--- config.mk ---
export PLATFORM = sky130hd
export DESIGN_NAME = vtf_request_filter
export DESIGN_NICKNAME = d
export VERILOG_FILES = /design/src/vtf_pkg.sv /design/src/vtf_crc_if.sv /design/src/vtf_crc16.sv /design/src/vtf_request_filter.sv
export VERILOG_INCLUDE_DIRS = /design/src
export SDC_FILE = /design/constraint.sdc
export NUM_CORES = 1
export LEC_CHECK = 0
export ABC_CLOCK_PERIOD_IN_PS = 3000
export CAP_MARGIN = 20
export CORE_MARGIN = 1.5
export CORE_UTILIZATION = 28
export CTS_BUF_LIST = sky130_fd_sc_hd__clkbuf_2
export DETAILED_ROUTE_END_ITERATION = 8
export DONT_BUFFER_PORTS = 1
export PLACE_DENSITY = 0.53
export SLEW_MARGIN = 15
export SYNTH_ARGS = -nofsm -noshare
export SYNTH_HDL_FRONTEND = slang
export SYNTH_SLANG_ARGS = --single-unit
--- constraint.sdc ---
create_clock -name core_clk -period 3 [get_ports core_clk]
set_clock_uncertainty 0.15 [all_clocks]
set_input_delay 0.3 -clock core_clk [delete_from_list [all_inputs] [get_ports core_clk]]
set_output_delay 0.3 -clock core_clk [all_outputs]
set_load 0.005 [all_outputs]
--- src/vtf_map.svh ---
`ifndef VTF_MAP_SVH
`define VTF_MAP_SVH

// ----------------------------------------
// Register offsets (byte addresses)
// ----------------------------------------
`define VTF_OFF_CTRL     8'h00
`define VTF_OFF_STATECMD 8'h04
`define VTF_OFF_STATUS   8'h08
`define VTF_OFF_ID_LO    8'h0c
`define VTF_OFF_ID_HI    8'h10
`define VTF_OFF_COUNTS   8'h14
`define VTF_CTRL_RESET   1'h1

// ----------------------------------------
// Request flag positions (bit 1 is index 0)
// ----------------------------------------
`define VTF_FLG_SUBC     0
`define VTF_FLG_RATE     1
`define VTF_FLG_INV      2
`define VTF_FLG_EXT      3
`define VTF_FLG_SEL      4
`define VTF_FLG_ADDR     5

// ----------------------------------------
// State commands written to STATECMD
// ----------------------------------------
`define VTF_SCMD_QUIET   2'h1
`define VTF_SCMD_SELECT  2'h2
`define VTF_SCMD_READY   2'h3

// ----------------------------------------
// Frame and CRC constants
// ----------------------------------------
`define VTF_MIN_BYTES    5'h04
`define VTF_CRC_INIT     16'hffff
`define VTF_CRC_POLY     16'h8408
`define VTF_CRC_RESIDUE  16'hf0b8
`define VTF_RESP_ERRFLAG 8'h01
`define VTF_ERR_OPTION   8'h03

`endif

--- src/vtf_pkg.sv ---
package vtf_pkg;
  typedef enum logic [1:0] {VTF_OFF, VTF_READY, VTF_QUIET, VTF_SELECTED} vtf_state_e;
  typedef enum logic [1:0] {VTF_SILENT, VTF_EXEC, VTF_ERROR} vtf_verdict_e;
endpackage : vtf_pkg

--- src/vtf_crc_if.sv ---
`timescale 1ns/10ps
interface vtf_crc_if;
  logic        clear;
  logic        valid;
  logic [7:0]  data;
  logic [15:0] crc;
  logic        residueOk;
  modport user   (output clear, output valid, output data, input crc, input residueOk);
  modport engine (input clear, input valid, input data, output crc, output residueOk);
endinterface : vtf_crc_if

--- src/vtf_crc16.sv ---
`timescale 1ns/10ps
`include "vtf_map.svh"
module vtf_crc16 (
  input wire logic core_clk,
  input wire logic reset_n,
  vtf_crc_if.engine port
);
  // Bytewise reflected CRC, least significant bit first
  function automatic logic [15:0] vtfStep(input logic [15:0] c, input logic [7:0] d);
    logic [15:0] r;
    r = c;
    for (int i = 0; i < 8; i++) begin
      if (r[0] ^ d[i]) begin
        r = (r >> 1) ^ `VTF_CRC_POLY;
      end else begin
        r = r >> 1;
      end
    end
    return r;
  endfunction : vtfStep

  logic [15:0] crc_reg;

  always_ff @(posedge core_clk) begin
    if (!reset_n || port.clear) begin
      crc_reg <= `VTF_CRC_INIT;
    end else if (port.valid) begin
      crc_reg <= vtfStep(crc_reg, port.data);
    end
  end

  assign port.crc       = crc_reg;
  // Register holds the magic residue once the sent CRC is absorbed
  assign port.residueOk = (crc_reg == `VTF_CRC_RESIDUE);
endmodule : vtf_crc16

--- src/vtf_request_filter.sv ---
`timescale 1ns/10ps
`include "vtf_map.svh"
// What this block does
// - Tag transmits only after a request was received and decoded.
// - Response is SOF, flags, parameters, data, CRC, EOF; no command code.
// - Frames hold whole bytes; a partial byte drops the frame.
// - Bytes LSB first; multi-byte fields least significant byte first.
// - Optional fields present only when their flag is one.
// - Four states; ready on energy, unpowered on loss of energy.
// - Ready answers requests without selection flag, ignores those with it unless also addressed (error response).
// - Quiet ignores non-addressed requests; answers matching addressed non-inventory ones.
// - Selected answers select, matching addressed and general requests.
// - Addressed requests execute only when the identifier matches.
// - Non-addressed requests carry no identifier; every eligible tag executes.
// - Selection-flag requests execute only in the selected state.
// - Flag byte is eight bits; inventory bit chooses meaning of bits 5-8.
// - Flag bit 1 picks one or two response subcarriers.
// - Flag bit 2 picks low or high response data rate.
// - Bit 5 is the selection flag when the inventory bit is zero.
// - Bit 6 is the addressing flag; identifier present when one.
// - Bad CRC with all-ones start value drops the frame silently.
// - Inventory: bit 5 family field present, bit 6 one slot or sixteen.
module vtf_request_filter
  import vtf_pkg::*;
#(
  parameter int          ID_BYTES     = 8,
  parameter logic [63:0] TAG_ID_RESET = 64'h0123_4567_89ab_cdef  // Arbitrary value
) (
  input  wire logic        core_clk,
  input  wire logic        reset_n,
  input  wire logic        psel,
  input  wire logic        penable,
  input  wire logic        pwrite,
  input  wire logic [7:0]  paddr,
  input  wire logic [31:0] pwdata,
  output logic      [31:0] prdata,
  output logic             pready,
  output logic             pslverr,
  input  wire logic        fieldOk,
  input  wire logic        rxSof,
  input  wire logic        rxValid,
  input  wire logic [7:0]  rxByte,
  input  wire logic        rxEof,
  input  wire logic        rxPartial,
  output logic             execPulse,
  output logic      [7:0]  execCmd,
  output logic      [7:0]  execFlags,
  output logic             respTwoSubcarriers,
  output logic             respHighRate,
  output logic             familyFieldPresent,
  output logic             slotCountSelect,
  output logic             txValid,
  output logic      [7:0]  txByte,
  output logic             txSof,
  output logic             txEof,
  output logic      [1:0]  tagState
);
  initial begin
    if (ID_BYTES < 1 || ID_BYTES > 8) begin
      $error("ID_BYTES must be 1 to 8");
    end
  end

  // ----------------------------------------
  // Helpers
  // ----------------------------------------
  function automatic logic [2:0] regIndex(input logic [7:0] a);
    case (a)
      `VTF_OFF_CTRL:     return 3'h0;
      `VTF_OFF_STATECMD: return 3'h1;
      `VTF_OFF_STATUS:   return 3'h2;
      `VTF_OFF_ID_LO:    return 3'h3;
      `VTF_OFF_ID_HI:    return 3'h4;
      `VTF_OFF_COUNTS:   return 3'h5;
      default:           return 3'h7;
    endcase
  endfunction : regIndex

  function automatic vtf_verdict_e verdict(input vtf_state_e s, input logic [7:0] f,
                                           input logic idOk);
    if (s == VTF_OFF) begin
      return VTF_SILENT;
    end else if (f[`VTF_FLG_INV]) begin
      // Inventory: non-addressed, quiet tags stay out
      return (s == VTF_QUIET) ? VTF_SILENT : VTF_EXEC;
    end else if (f[`VTF_FLG_SEL] && f[`VTF_FLG_ADDR]) begin
      return VTF_ERROR;
    end else if (f[`VTF_FLG_SEL]) begin
      return (s == VTF_SELECTED) ? VTF_EXEC : VTF_SILENT;
    end else if (f[`VTF_FLG_ADDR]) begin
      return idOk ? VTF_EXEC : VTF_SILENT;
    end else begin
      return (s == VTF_QUIET) ? VTF_SILENT : VTF_EXEC;
    end
  endfunction : verdict

  // ----------------------------------------
  // Registers and state
  // ----------------------------------------
  vtf_state_e   state_reg;
  logic         enable_reg;
  logic [63:0]  tagId_reg;
  logic [15:0]  accCount_reg;
  logic [15:0]  dropCount_reg;
  logic         inFrame_reg;
  logic [4:0]   byteCnt_reg;
  logic [7:0]   flags_reg;
  logic [7:0]   cmd_reg;
  logic         idMatch_reg;
  logic         txBusy_reg;
  logic [1:0]   txIdx_reg;
  logic [7:0]   txCur;
  logic         apbWrite;
  logic         apbSetup;
  logic         frameGood;
  logic [4:0]   needBytes;
  vtf_verdict_e decision;

  vtf_crc_if rxCrc ();
  vtf_crc_if txCrc ();

  vtf_crc16 u_rxCrc (.core_clk(core_clk), .reset_n(reset_n), .port(rxCrc.engine));
  vtf_crc16 u_txCrc (.core_clk(core_clk), .reset_n(reset_n), .port(txCrc.engine));

  // ----------------------------------------
  // APB slave, zero wait states
  // ----------------------------------------
  assign apbSetup = psel && !penable;
  assign apbWrite = psel && penable && pready && pwrite;

  always_ff @(posedge core_clk) begin
    if (!reset_n) begin
      pready  <= 1'b0;
      pslverr <= 1'b0;
      prdata  <= 32'h0000_0000;
    end else begin
      pready  <= apbSetup;
      pslverr <= apbSetup && (regIndex(paddr) == 3'h7);
      if (apbSetup && !pwrite) begin
        case (regIndex(paddr))
          3'h0:    prdata <= {31'h0000_0000, enable_reg};
          3'h2:    prdata <= {8'h00, cmd_reg, flags_reg, 6'h00, state_reg};
          3'h3:    prdata <= tagId_reg[31:0];
          3'h4:    prdata <= tagId_reg[63:32];
          3'h5:    prdata <= {dropCount_reg, accCount_reg};
          default: prdata <= 32'h0000_0000;
        endcase
      end
    end
  end

  always_ff @(posedge core_clk) begin
    if (!reset_n) begin
      enable_reg <= `VTF_CTRL_RESET;
      tagId_reg  <= TAG_ID_RESET;
    end else if (apbWrite) begin
      case (regIndex(paddr))
        3'h0:    enable_reg <= pwdata[0];
        3'h3:    tagId_reg[31:0] <= pwdata;
        3'h4:    tagId_reg[63:32] <= pwdata;
        default: ;
      endcase
    end
  end

  // ----------------------------------------
  // Tag state machine
  // ----------------------------------------
  always_ff @(posedge core_clk) begin
    if (!reset_n || !fieldOk) begin
      state_reg <= VTF_OFF;
    end else begin
      case (state_reg)
        VTF_OFF: state_reg <= VTF_READY;
        VTF_READY, VTF_QUIET, VTF_SELECTED: begin
          // Command executor requests moves through STATECMD
          if (apbWrite && regIndex(paddr) == 3'h1) begin
            case (pwdata[1:0])
              `VTF_SCMD_QUIET:  state_reg <= VTF_QUIET;
              `VTF_SCMD_SELECT: state_reg <= VTF_SELECTED;
              `VTF_SCMD_READY:  state_reg <= VTF_READY;
              default:          ;
            endcase
          end
        end
        default: state_reg <= VTF_OFF;
      endcase
    end
  end

  always_ff @(posedge core_clk) begin
    if (!reset_n) begin
      tagState <= 2'h0;
    end else begin
      tagState <= state_reg;
    end
  end

  // ----------------------------------------
  // Request reception
  // ----------------------------------------
  assign rxCrc.clear = rxSof;
  assign rxCrc.valid = rxValid && inFrame_reg;
  assign rxCrc.data  = rxByte;

  // Identifier bytes follow the command only in addressed mode
  assign needBytes = (!flags_reg[`VTF_FLG_INV] && flags_reg[`VTF_FLG_ADDR])
                   ? `VTF_MIN_BYTES + 5'(ID_BYTES) : `VTF_MIN_BYTES;
  assign frameGood = !rxPartial
                  && rxCrc.residueOk
                  && byteCnt_reg >= needBytes
                  && !flags_reg[`VTF_FLG_EXT];
  assign decision  = verdict(state_reg, flags_reg, idMatch_reg);

  always_ff @(posedge core_clk) begin
    if (!reset_n) begin
      inFrame_reg <= 1'b0;
      byteCnt_reg <= 5'h00;
      flags_reg   <= 8'h00;
      cmd_reg     <= 8'h00;
      idMatch_reg <= 1'b0;
    end else if (rxSof) begin
      inFrame_reg <= 1'b1;
      byteCnt_reg <= 5'h00;
      idMatch_reg <= 1'b1;
    end else if (rxEof) begin
      inFrame_reg <= 1'b0;
    end else if (rxValid && inFrame_reg) begin
      if (byteCnt_reg != 5'h1f) begin
        byteCnt_reg <= byteCnt_reg + 5'h01;
      end
      if (byteCnt_reg == 5'h00) begin
        flags_reg <= rxByte;
      end
      if (byteCnt_reg == 5'h01) begin
        cmd_reg <= rxByte;
      end
      // Identifier arrives least significant byte first
      if (!flags_reg[`VTF_FLG_INV] && flags_reg[`VTF_FLG_ADDR]
          && byteCnt_reg >= 5'h02 && byteCnt_reg < 5'(ID_BYTES + 2)
          && rxByte != tagId_reg[8 * (byteCnt_reg - 5'h02) +: 8]) begin
        idMatch_reg <= 1'b0;
      end
    end
  end

  // ----------------------------------------
  // Verdict and executor hand-off
  // ----------------------------------------
  always_ff @(posedge core_clk) begin
    if (!reset_n) begin
      execPulse          <= 1'b0;
      execCmd            <= 8'h00;
      execFlags          <= 8'h00;
      respTwoSubcarriers <= 1'b0;
      respHighRate       <= 1'b0;
      familyFieldPresent <= 1'b0;
      slotCountSelect    <= 1'b0;
      accCount_reg       <= 16'h0000;
      dropCount_reg      <= 16'h0000;
    end else begin
      execPulse <= 1'b0;
      if (rxEof && inFrame_reg && enable_reg) begin
        if (!frameGood) begin
          dropCount_reg <= dropCount_reg + 16'h0001;
        end else if (decision != VTF_SILENT) begin
          execPulse          <= (decision == VTF_EXEC);
          execCmd            <= cmd_reg;
          execFlags          <= flags_reg;
          respTwoSubcarriers <= flags_reg[`VTF_FLG_SUBC];
          respHighRate       <= flags_reg[`VTF_FLG_RATE];
          familyFieldPresent <= flags_reg[`VTF_FLG_INV] && flags_reg[`VTF_FLG_SEL];
          slotCountSelect    <= flags_reg[`VTF_FLG_INV] && flags_reg[`VTF_FLG_ADDR];
          accCount_reg       <= accCount_reg + 16'h0001;
        end
      end
    end
  end

  // ----------------------------------------
  // Error response framer
  // ----------------------------------------
  // Bytes: flags, error code, then CRC complement low byte first
  always_comb begin
    case (txIdx_reg)
      2'h0:    txCur = `VTF_RESP_ERRFLAG;
      2'h1:    txCur = `VTF_ERR_OPTION;
      2'h2:    txCur = ~txCrc.crc[7:0];
      default: txCur = ~txCrc.crc[15:8];
    endcase
  end

  assign txCrc.clear = !txBusy_reg;
  assign txCrc.valid = txBusy_reg && !txIdx_reg[1];
  assign txCrc.data  = txCur;

  always_ff @(posedge core_clk) begin
    if (!reset_n) begin
      txBusy_reg <= 1'b0;
      txIdx_reg  <= 2'h0;
      txValid    <= 1'b0;
      txByte     <= 8'h00;
      txSof      <= 1'b0;
      txEof      <= 1'b0;
    end else begin
      txValid <= txBusy_reg;
      txByte  <= txBusy_reg ? txCur : 8'h00;
      txSof   <= txBusy_reg && txIdx_reg == 2'h0;
      txEof   <= txBusy_reg && txIdx_reg == 2'h3;
      if (txBusy_reg) begin
        txIdx_reg  <= txIdx_reg + 2'h1;
        txBusy_reg <= (txIdx_reg != 2'h3);
      end else if (rxEof && inFrame_reg && enable_reg && frameGood
                   && decision == VTF_ERROR) begin
        // Only a decoded request can start a transmission
        txBusy_reg <= 1'b1;
        txIdx_reg  <= 2'h0;
      end
    end
  end
endmodule : vtf_request_filter

==> results.toml, run 1 <==
[run_status]
status = "completed"

[route]
drt_iter0_drc = 556
wl_met3_mm = 2.692
remaining_drc_errors = 0
vias_per_cell = 4.878
via_count = 9521
wl_met1_mm = 15.74
routedWlPerCell_microns = 18.40
dr_wl_met2_mm = 16.28
postRouteAntennaNets = 0
dr.pass1.iters = 5
topRoutingLayerUsed = "met5"
wl_mm = 35.91

[sta]
hold_slack_ps = 109.9
worstMarginPinSlew_ps = 752.9
setup_viol = 0
maxSlewHeadroom_pct = 49.61
fin_ws_ps = 8.747
timing_hold_violations_final = 0
fmax_mhz = 334.3
timing.final.crit_share_pct = 99.71
drv_slew = 0
fin_crit_ps = 2991
fin_tns_setup_ps = 0

[clock_network]
cts_max_level = 3
clkLatencyLatePin_ps = 940
cts_tree = "yes"
numCtsBuffers = 68
path_clk_slew_ps = 100
clockBufferDepth = 3
cts_root_buffer = "clkbuf_2"
clock_sinks = 223

[worst_setup_path]
critPathMaxFanout = 14
worstSetupStartpointType = "input port"
path_class = "input port to flip-flop"
critPathCaptureType = "flip-flop"
startpoint = "paddr[5]"
cp.required_ps = 3730
worstPathArrival_ps = 3720
r2r-start = "byteCnt_reg[2]"

[floorplanning]
die_h_microns = 201.1
core_area_sq_um = 38650
ios = 126
dieWidth_microns = 201.1
start_util_pct = 28.44
num_rows = 72
die_area_sq_um = 40450

[placed_design]
dp_slack_ps = 130.5
place_hpwl_mm = 23.43
port_buffers = 0
gp_congestion = 0.8320

[cells_and_area]
syn_to_final_growth_pct = 27.47
largest_reg_flops = 64
drive_gt1_share_pct = 17.19
nNetsFinal = 1457

[grt]
grt_pass1_wl_mm = 55.24
antenna_found_initial = 4
grt_max_degree = 179
first_global_vias = 9460
grt.overflow.total = 0
grt_usage_pct = 17.66

[hold_path]
hold_start = "pwdata[1]"
hp-class = "input port to flip-flop"

[power_and_ir_drop]
p_leak_uw = 0.005346
ir_drop_mv = 0.2915
p_per_area_nw_per_um2 = 414.4

[logic_synthesis]
synth_top_area_share_pct = 40.62
async_reset_ff_share_pct = 0
synth_cell_types = 71
avgSynthCellArea_sq_um = 9.322
syn-num-nets = 1253
synth.area.top_cells = "dfxtp_1 (41%), nand2_1 (7.5%), mux2i_1 (5.7%)"
ys_seq_area_share_pct = 40.62
yosysWarnings = 0
synth_area_sq_um = 10990
synth_top_area_cell = "dfxtp_1"
synth-edff-count = 0
yosys_register_bits = 223
ys.flop_type = "dfxtp_1"
syn_inst = 1179

[job]
maxCapViolCount = 0
## worst max-delay path: stages
cell           delay (ps)
dlygate4sd3_1         610
nor2_2                140
nand2_1                60
ha_1                  260
nor3_4                230
buf_4                 160
and2_0                190
buf_12                170
a22o_1                140
a22o_1                110
dlygate4sd3_1         580
a22oi_2                70
dlygate4sd3_1         590
nor2b_2               100
## report_power, final
part	switching [uW]	leakage (uW)	internal, uW
combinational	185	0.00309	182
sequential	13.5	0.00180	2970
clock	1420	0.000459	1030
## placed cells by master, fill, tap and decap left out, types with 16 or more instances in the layout
cell             n
dfxtp_1        222
nand2_1        220
dlygate4sd3_1  166
clkbuf_2        96
mux2i_1         62
xnor2_1         53
nand3_1         50
a21boi_0        37
buf_4           32
and2_1          31
nor2b_1         30
a22oi_2         30
nor2b_2         30
a22o_1          29
a21oi_1         25
nor2_1          24
xor2_1          23
o211ai_1        22
clkinv_1        17
inv_1           17
o22ai_1         17
a21boi_1        16
mux4_2          16
ha_1            16
## final timing paths
path | to | slack, ps | cells after the start
worst max-delay path | prdata[27] | 9 | 14
worst min register to register | tagId_reg[8] | 340 | 2
worst max register to register | idMatch_reg | 140 | 10
worst min-delay path | tagId_reg[33] | 110 | 3
## through the flow
step | util, % | instances | area [sq um] | power (uW)
final | 36.25 | 1952 | 14010 | 5805
after CTS | 36.07 | 1946 | 13940 | 5918
after global placement | 30.00 | 1660 | 11590 | 3234
after detailed placement | 30.00 | 1660 | 11590 | 3237
after floorplan | - | 1179 | 11000 | 3242
after global routing | 36.24 | 1951 | 14010 | 6111
## metal layers
layer | global-route usage [%] | vias up
met1 | 22.54 | 4559
met3 | 5.361 | 84
met2 | 27.48 | 295
met5 | 0 | -
li1 | - | 4581
met4 | 7.707 | 2
## cells by family (layout without fill, tap and decap cells)
kind of cell / after synthesis / count (layout) / synth area share (%)
adders and majority gates: 16 / 16 / 1.821
xor gates and xnor gates: 76 / 76 / 6.056
muxes: 83 / 83 / 9.426
other: 0 / 3 / 0
and+or+nand+nor: 469 / 469 / 21.95
AOI/OAI and AO/OA: 217 / 217 / 15.66
DFF: 223 / 223 / 40.62
buffers and inverters: 95 / 347 / 4.463
## synthesized netlist by cell type (21+ instances only)
cell and instances:
a21boi_0 37, a21oi_1 25, a22o_1 29, a22oi_2 30
and2_1 31, buf_2 21, clkbuf_1 38, dfxtp_1 223
mux2i_1 63, nand2_1 220, nand3_1 50, nor2_1 26
nor2b_1 30, nor2b_2 30, o211ai_1 22, xnor2_1 53
xor2_1 23
## final cells by class
class | instances | area [sq um]
clock buffer | 96 | 480.5
sequential | 223 | 4466
timing repair buffer | 209 | 2112
clock inverter | 22 | 147.6
inverter | 20 | 76.32
multi-input combinational | 861 | 6072
fill | 3993 | 24640
antenna | 3 | 7.507
tap | 518 | 648.1
## what timing repair did
action                                 CTS  global route
resized for setup                        0             8
buffers inserted                         0             2
setup endpoints to repair                0            32
hold buffers                           168             1
endpoints found under the hold margin  215             3
No activity file was read; power rests on OpenSTA's default activity.
==> run 2, diff against run 1 <==
- RECOVER_POWER: unset -> 100
==> run 2 against run 1 <==
Power about the same. Combinational power about the same. Critical path depth unchanged.
==> results.toml, run 2 (synthesis results as in run 1) <==
[run_status]
status = "completed"

[power_and_ir_drop]
pwr-share-seq_pct = 51.4
combPwrFrac_pct = 6.3
finalPower_uw = 5803
p_sw_uw = 1619
p_leak_uw = 0.005341
internal_power_uw = 4184
p_sw_share_pct = 27.90
p_per_area_nw_per_um2 = 414.3
clockPowerShare_pct = 42.3
ir_drop_mv = 0.2915

[placed_design]
gp_congestion = 0.8320
port_buffers = 0
place_hpwl_mm = 23.43

[floorplanning]
num_rows = 72
die_area_sq_um = 40450
dieWidth_microns = 201.1
ios = 126
die_h_microns = 201.1
start_util_pct = 28.44
core_area_sq_um = 38650

[worst_setup_path]
cp.required_ps = 3730
worstSetupStartpointType = "input port"
slowest_delay_ps = 610
path_class = "input port to flip-flop"
crit_family = "buffers and inverters"
critPathMaxFanout = 14
cp.buffers_inverters = 5
worstPathCellList = "dlygate4sd3_1 -> nor2_2 -> nand2_1 -> ha_1 -> nor3_4 -> buf_4 -> and2_0 -> buf_12 -> a22o_1 -> a22o_1 -> dlygate4sd3_1 -> a22oi_2 -> dlygate4sd3_1 -> nor2b_2"
worstPathArrival_ps = 3720
critPathCaptureType = "flip-flop"
cp_common_cell = "dlygate4sd3_1"
slowest_stage = "dlygate4sd3_1"

[cells_and_area]
final_common_cell = "dfxtp_1"
drive_gt1_share_pct = 17.12
syn_to_final_growth_pct = 27.44
final_cell_mix = "dfxtp_1 (222), nand2_1 (220), dlygate4sd3_1 (166)"
nNetsFinal = 1457
largest_reg_flops = 64

[sta]
maxSlewHeadroom_pct = 50.88
drv_slew = 0
timing_hold_violations_final = 0
timing.final.crit_share_pct = 99.70
worstMarginPinSlew_ps = 736.8
setup_viol = 0
fmax_mhz = 334.3
fin_tns_setup_ps = 0
fin_crit_ps = 2991

[clock_network]
clockBufferDepth = 3
numCtsBuffers = 68
path_clk_slew_ps = 100
clock_sinks = 223
cts_root_buffer = "clkbuf_2"
cts_tree = "yes"
clkLatencyLatePin_ps = 940
cts_max_level = 3

[route]
wl_mm = 35.91
routedWlPerCell_microns = 18.39
drt_iter0_drc = 555
dr.pass1.iters = 5
vias_per_cell = 4.887
postRouteAntennaNets = 0
remaining_drc_errors = 0
via_count = 9540

[hold_path]
hp-class = "input port to flip-flop"

[grt]
grt_max_degree = 179
grt.overflow.total = 0
first_global_vias = 9460
grt_pass1_wl_mm = 55.24
antenna_found_initial = 4
grt_usage_pct = 17.66

[job]
maxCapViolCount = 0
-- run 2: cell count changes in the layout (fill, tap and decap cells not counted), sizes merged --
cell and change:
buf -1, clkbuf +1
-- run 2: worst min-delay path, delay by kind of cell --
| kind | cells | cell delay (ps) |
|---|---|---|
| buf+inv | 1 | 640 |
| simple gates | 2 | 150 |
-- run 2: power groups by stage --
stage	clock network (uW)	registers (uW)	logic, uW
final	2450	2980	366
after global routing	2730	2990	392
after CTS	2570	2980	362
after detailed placement	0	3050	183
after global placement	0	3050	181
after floorplan	0	3050	192
-- run 2: final cells by class --
class,instances,area (sq um)
clock buffer,96,480.5
sequential,223,4466
clock inverter,22,147.6
tap,518,648.1
multi-input combinational,861,6072
antenna,3,7.507
inverter,20,76.32
timing repair buffer,209,2108
fill,3995,24640
-- run 2: layer usage --
layer  part of all wire [%]  up-vias  global-route usage (%)
met5                  0.036        -                       0
met4                    3.3        2                   7.707
met3                    7.4       88                   5.361
met2                     45      305                   27.48
met1                     44     4565                   22.54
li1                       -     4580                       -
-- run 2: what timing repair did --
action | CTS | global route
setup endpoints to repair | 0 | 32
hold endpoints to repair | 215 | 3
resized for setup | 0 | 8
buffers inserted | 0 | 2
hold buffers | 168 | 1
-- run 2: stage by stage --
stage | hold WS (ps) | utilization (%) | cells | area (sq um) | setup slack, ps
3_5_place_dp | 260.7 | 30.00 | 1660 | 11590 | 130.5
5_1_grt | 31.66 | 36.23 | 1951 | 14000 | -21.42
2_1_floorplan | 257.9 | - | 1179 | 11000 | 32.62
3_3_place_gp | 269.8 | 30.00 | 1660 | 11590 | 146.4
4_1_cts | 8.912 | 36.07 | 1946 | 13940 | 59.70
6_report | 109.6 | 36.24 | 1952 | 14010 | 9.056
-- run 2: path summary, 6_finish.rpt --
check / start / to / slack [ps] / cells past startpoint
max reg2reg: byteCnt_reg[2] / idMatch_reg / 140 / 10
min reg2reg: tagId_reg[8] / tagId_reg[8] / 340 / 2
min: pwdata[1] / tagId_reg[33] / 110 / 3
max: paddr[5] / prdata[27] / 9 / 14
==> run 3, diff against run 2 <==
--- a/config.mk
+++ b/config.mk
@@ -13,2 +13,3 @@
 export CTS_BUF_LIST = sky130_fd_sc_hd__clkbuf_2
+export CTS_CLUSTER_SIZE = 30
 export DETAILED_ROUTE_END_ITERATION = 8
==> constraint.sdc (replaced) <==
create_clock -name core_clk -period 3 [get_ports core_clk]
set_clock_uncertainty 0.15 [all_clocks]
set_input_delay 0.6 -clock core_clk [delete_from_list [all_inputs] [get_ports core_clk]]
set_output_delay 0.6 -clock core_clk [all_outputs]
set_load 0.005 [all_outputs]
==> run 3 against run 2 <==
Non-clock buffer count down 87. Critical path type unchanged. Wire length shrank 1.7%. Clock power down 2%. Clock-buffer cell count fell by 1. Sequential power hardly changed.
==> results.toml, run 3 (synthesis results as in run 1) <==
[run_status]
status = "completed"

[sta]
maxSlewHeadroom_pct = 33.97
worstMarginPinSlew_ps = 990.4
fin_crit_ps = 2928
drv_slew = 0
rsz0062_at_grt = "no"
hold_slack_ps = 90.40
fmax_mhz = 341.5
setup_viol = 0
timing.final.crit_share_pct = 97.59
timing_hold_violations_final = 0

[worst_setup_path]
crit_family = "simple AND/OR/NAND/NOR gates"
worstPathArrival_ps = 3620
slowest_delay_ps = 570
crit_cells = 12
cp.required_ps = 3690
r2r-start = "byteCnt_reg[1]"
cp-endpoint = "tagId_reg[3]"
rrSetupSlack_ps = 180
startpoint = "paddr[7]"
cp.buffers_inverters = 3
worstPathCellList = "or4_1 -> nor2_1 -> nand2_1 -> ha_1 -> nor3_4 -> nand2_2 -> nor2_4 -> buf_12 -> nand2_1 -> dlygate4sd3_1 -> nand3_1 -> dlygate4sd3_1"
critPathMaxFanout = 16
worstSetupStartpointType = "input port"
slowest_stage = "dlygate4sd3_1"
critPathCaptureType = "flip-flop"
path_class = "input port to flip-flop"
reg2reg_depth = 10
reg2reg_to = "idMatch_reg"

[power_and_ir_drop]
p_leak_uw = 0.004927
ir_drop_mv = 0.2952
p_per_area_nw_per_um2 = 438.9

[floorplanning]
start_util_pct = 28.44
core_area_sq_um = 38650
dieWidth_microns = 201.1
die_h_microns = 201.1
ios = 126
num_rows = 72
die_area_sq_um = 40450

[cells_and_area]
final_common_cell = "dfxtp_1"
fill_cells = 4063
largest_reg_flops = 64
fin_util_pct = 33.64
nNetsFinal = 1369
drive_gt1_share_pct = 16.06
design_area_sq_um = 13000
syn_to_final_growth_pct = 18.31
final_cell_count_no_fill = 1860
final_cell_mix = "dfxtp_1 (223), nand2_1 (220), clkbuf_2 (96)"

[grt]
first_global_vias = 8962
antenna_found_initial = 3
grt_pass1_wl_mm = 53.36
grt.overflow.total = 0
grt_usage_pct = 17.12
grt_max_degree = 179

[clock_network]
clockBufferDepth = 3
cts_root_buffer = "clkbuf_2"
numCtsBuffers = 67
path_clk_slew_ps = 90
cts_tree = "yes"
clkLatencyLatePin_ps = 910
clock_sinks = 223
cts_max_level = 3

[route]
drt_iter0_drc = 639
remaining_drc_errors = 0
dr.pass1.iters = 5
routedWlPerCell_microns = 18.97
vias_per_cell = 4.940
via_count = 9189
postRouteAntennaNets = 0
wl_mm = 35.28

[placed_design]
place_area_sq_um = 11690
gp_congestion = 0.8006
dp.cells = 1662
port_buffers = 0
place_hpwl_mm = 22.94

[hold_path]
hold_start = "paddr[2]"
hp-class = "input port to flip-flop"

[job]
maxCapViolCount = 0
-- run 3: cell count changes in the layout (fill, tap and decap cells not counted), moves of 9 or more --
| cell | previous run | this run |
|---|---|---|
| a22oi_1 | 2 | 23 |
| and2_0 | 3 | 15 |
| and2_1 | 29 | 17 |
| dlygate4sd3_1 | 166 | 74 |
| a21boi_0 | 37 | 49 |
| clkbuf_1 | 1 | 10 |
| a21boi_1 | 16 | 4 |
| a22oi_2 | 30 | 9 |
-- run 3: worst min-delay path by stage --
stage	to	cells after the start
4_1_cts	pslverr	4
6_report	prdata[1]	4
3_3_place_gp	tagId_reg[55]	2
3_5_place_dp	tagId_reg[45]	2
5_1_grt	prdata[10]	3
2_1_floorplan	tagId_reg[43]	2
-- run 3: routing by layer --
metal | GRT usage, % | up-vias | part of all wire (%)
li1 | - | 4397 | -
met1 | 21.90 | 4438 | 45
met2 | 26.83 | 285 | 45
met3 | 4.891 | 69 | 7.3
met4 | 7.385 | 0 | 3.1
met5 | 0 | - | 0
-- run 3: repair_timing --
action | CTS | global route
buffers inserted | 0 | 4
setup endpoints to repair | 0 | 5
hold buffers | 76 | 0
gates resized for setup | 0 | 9
hold endpoints to repair | 205 | 0
-- run 3: stage by stage --
step | power, uW | setup slack [ps] | TNS [ps]
2_1_floorplan | 3242 | 9.089 | 0
3_3_place_gp | 3234 | -4.748 | -4.748
3_5_place_dp | 3236 | -18.86 | -77.36
4_1_cts | 5827 | 78.55 | 0
5_1_grt | 6002 | 2.362 | 0
6_report | 5707 | 72.16 | 0
-- run 3: power breakdown --
group	switching (uW)	internal [uW]	total [uW]
Sequential	12.9	2970	2980
Combinational	167	152	319
Clock	1390	1010	2400
Total	1570	4130	5710
-- run 3: tightest hold or removal path: cells and delay by family --
kind | cells | cell delay (ps)
AO/OA/AOI/OAI | 2 | 310
AND/OR/NAND/NOR | 1 | 110
multiplexers | 1 | 60
-- run 3: cell type report --
class                           instances  area, sq um  area share [%]
Antenna cell                            3        7.507         0.05774
Inverter                               20        76.32          0.5870
Tap cell                              518        648.1           4.985
Sequential cell                       223         4464           34.33
Clock inverter                         18        120.1          0.9238
Clock buffer                           95        475.5           3.657
Timing Repair Buffer                  122         1249           9.604
Multi-Input combinational cell        861         5962           45.85
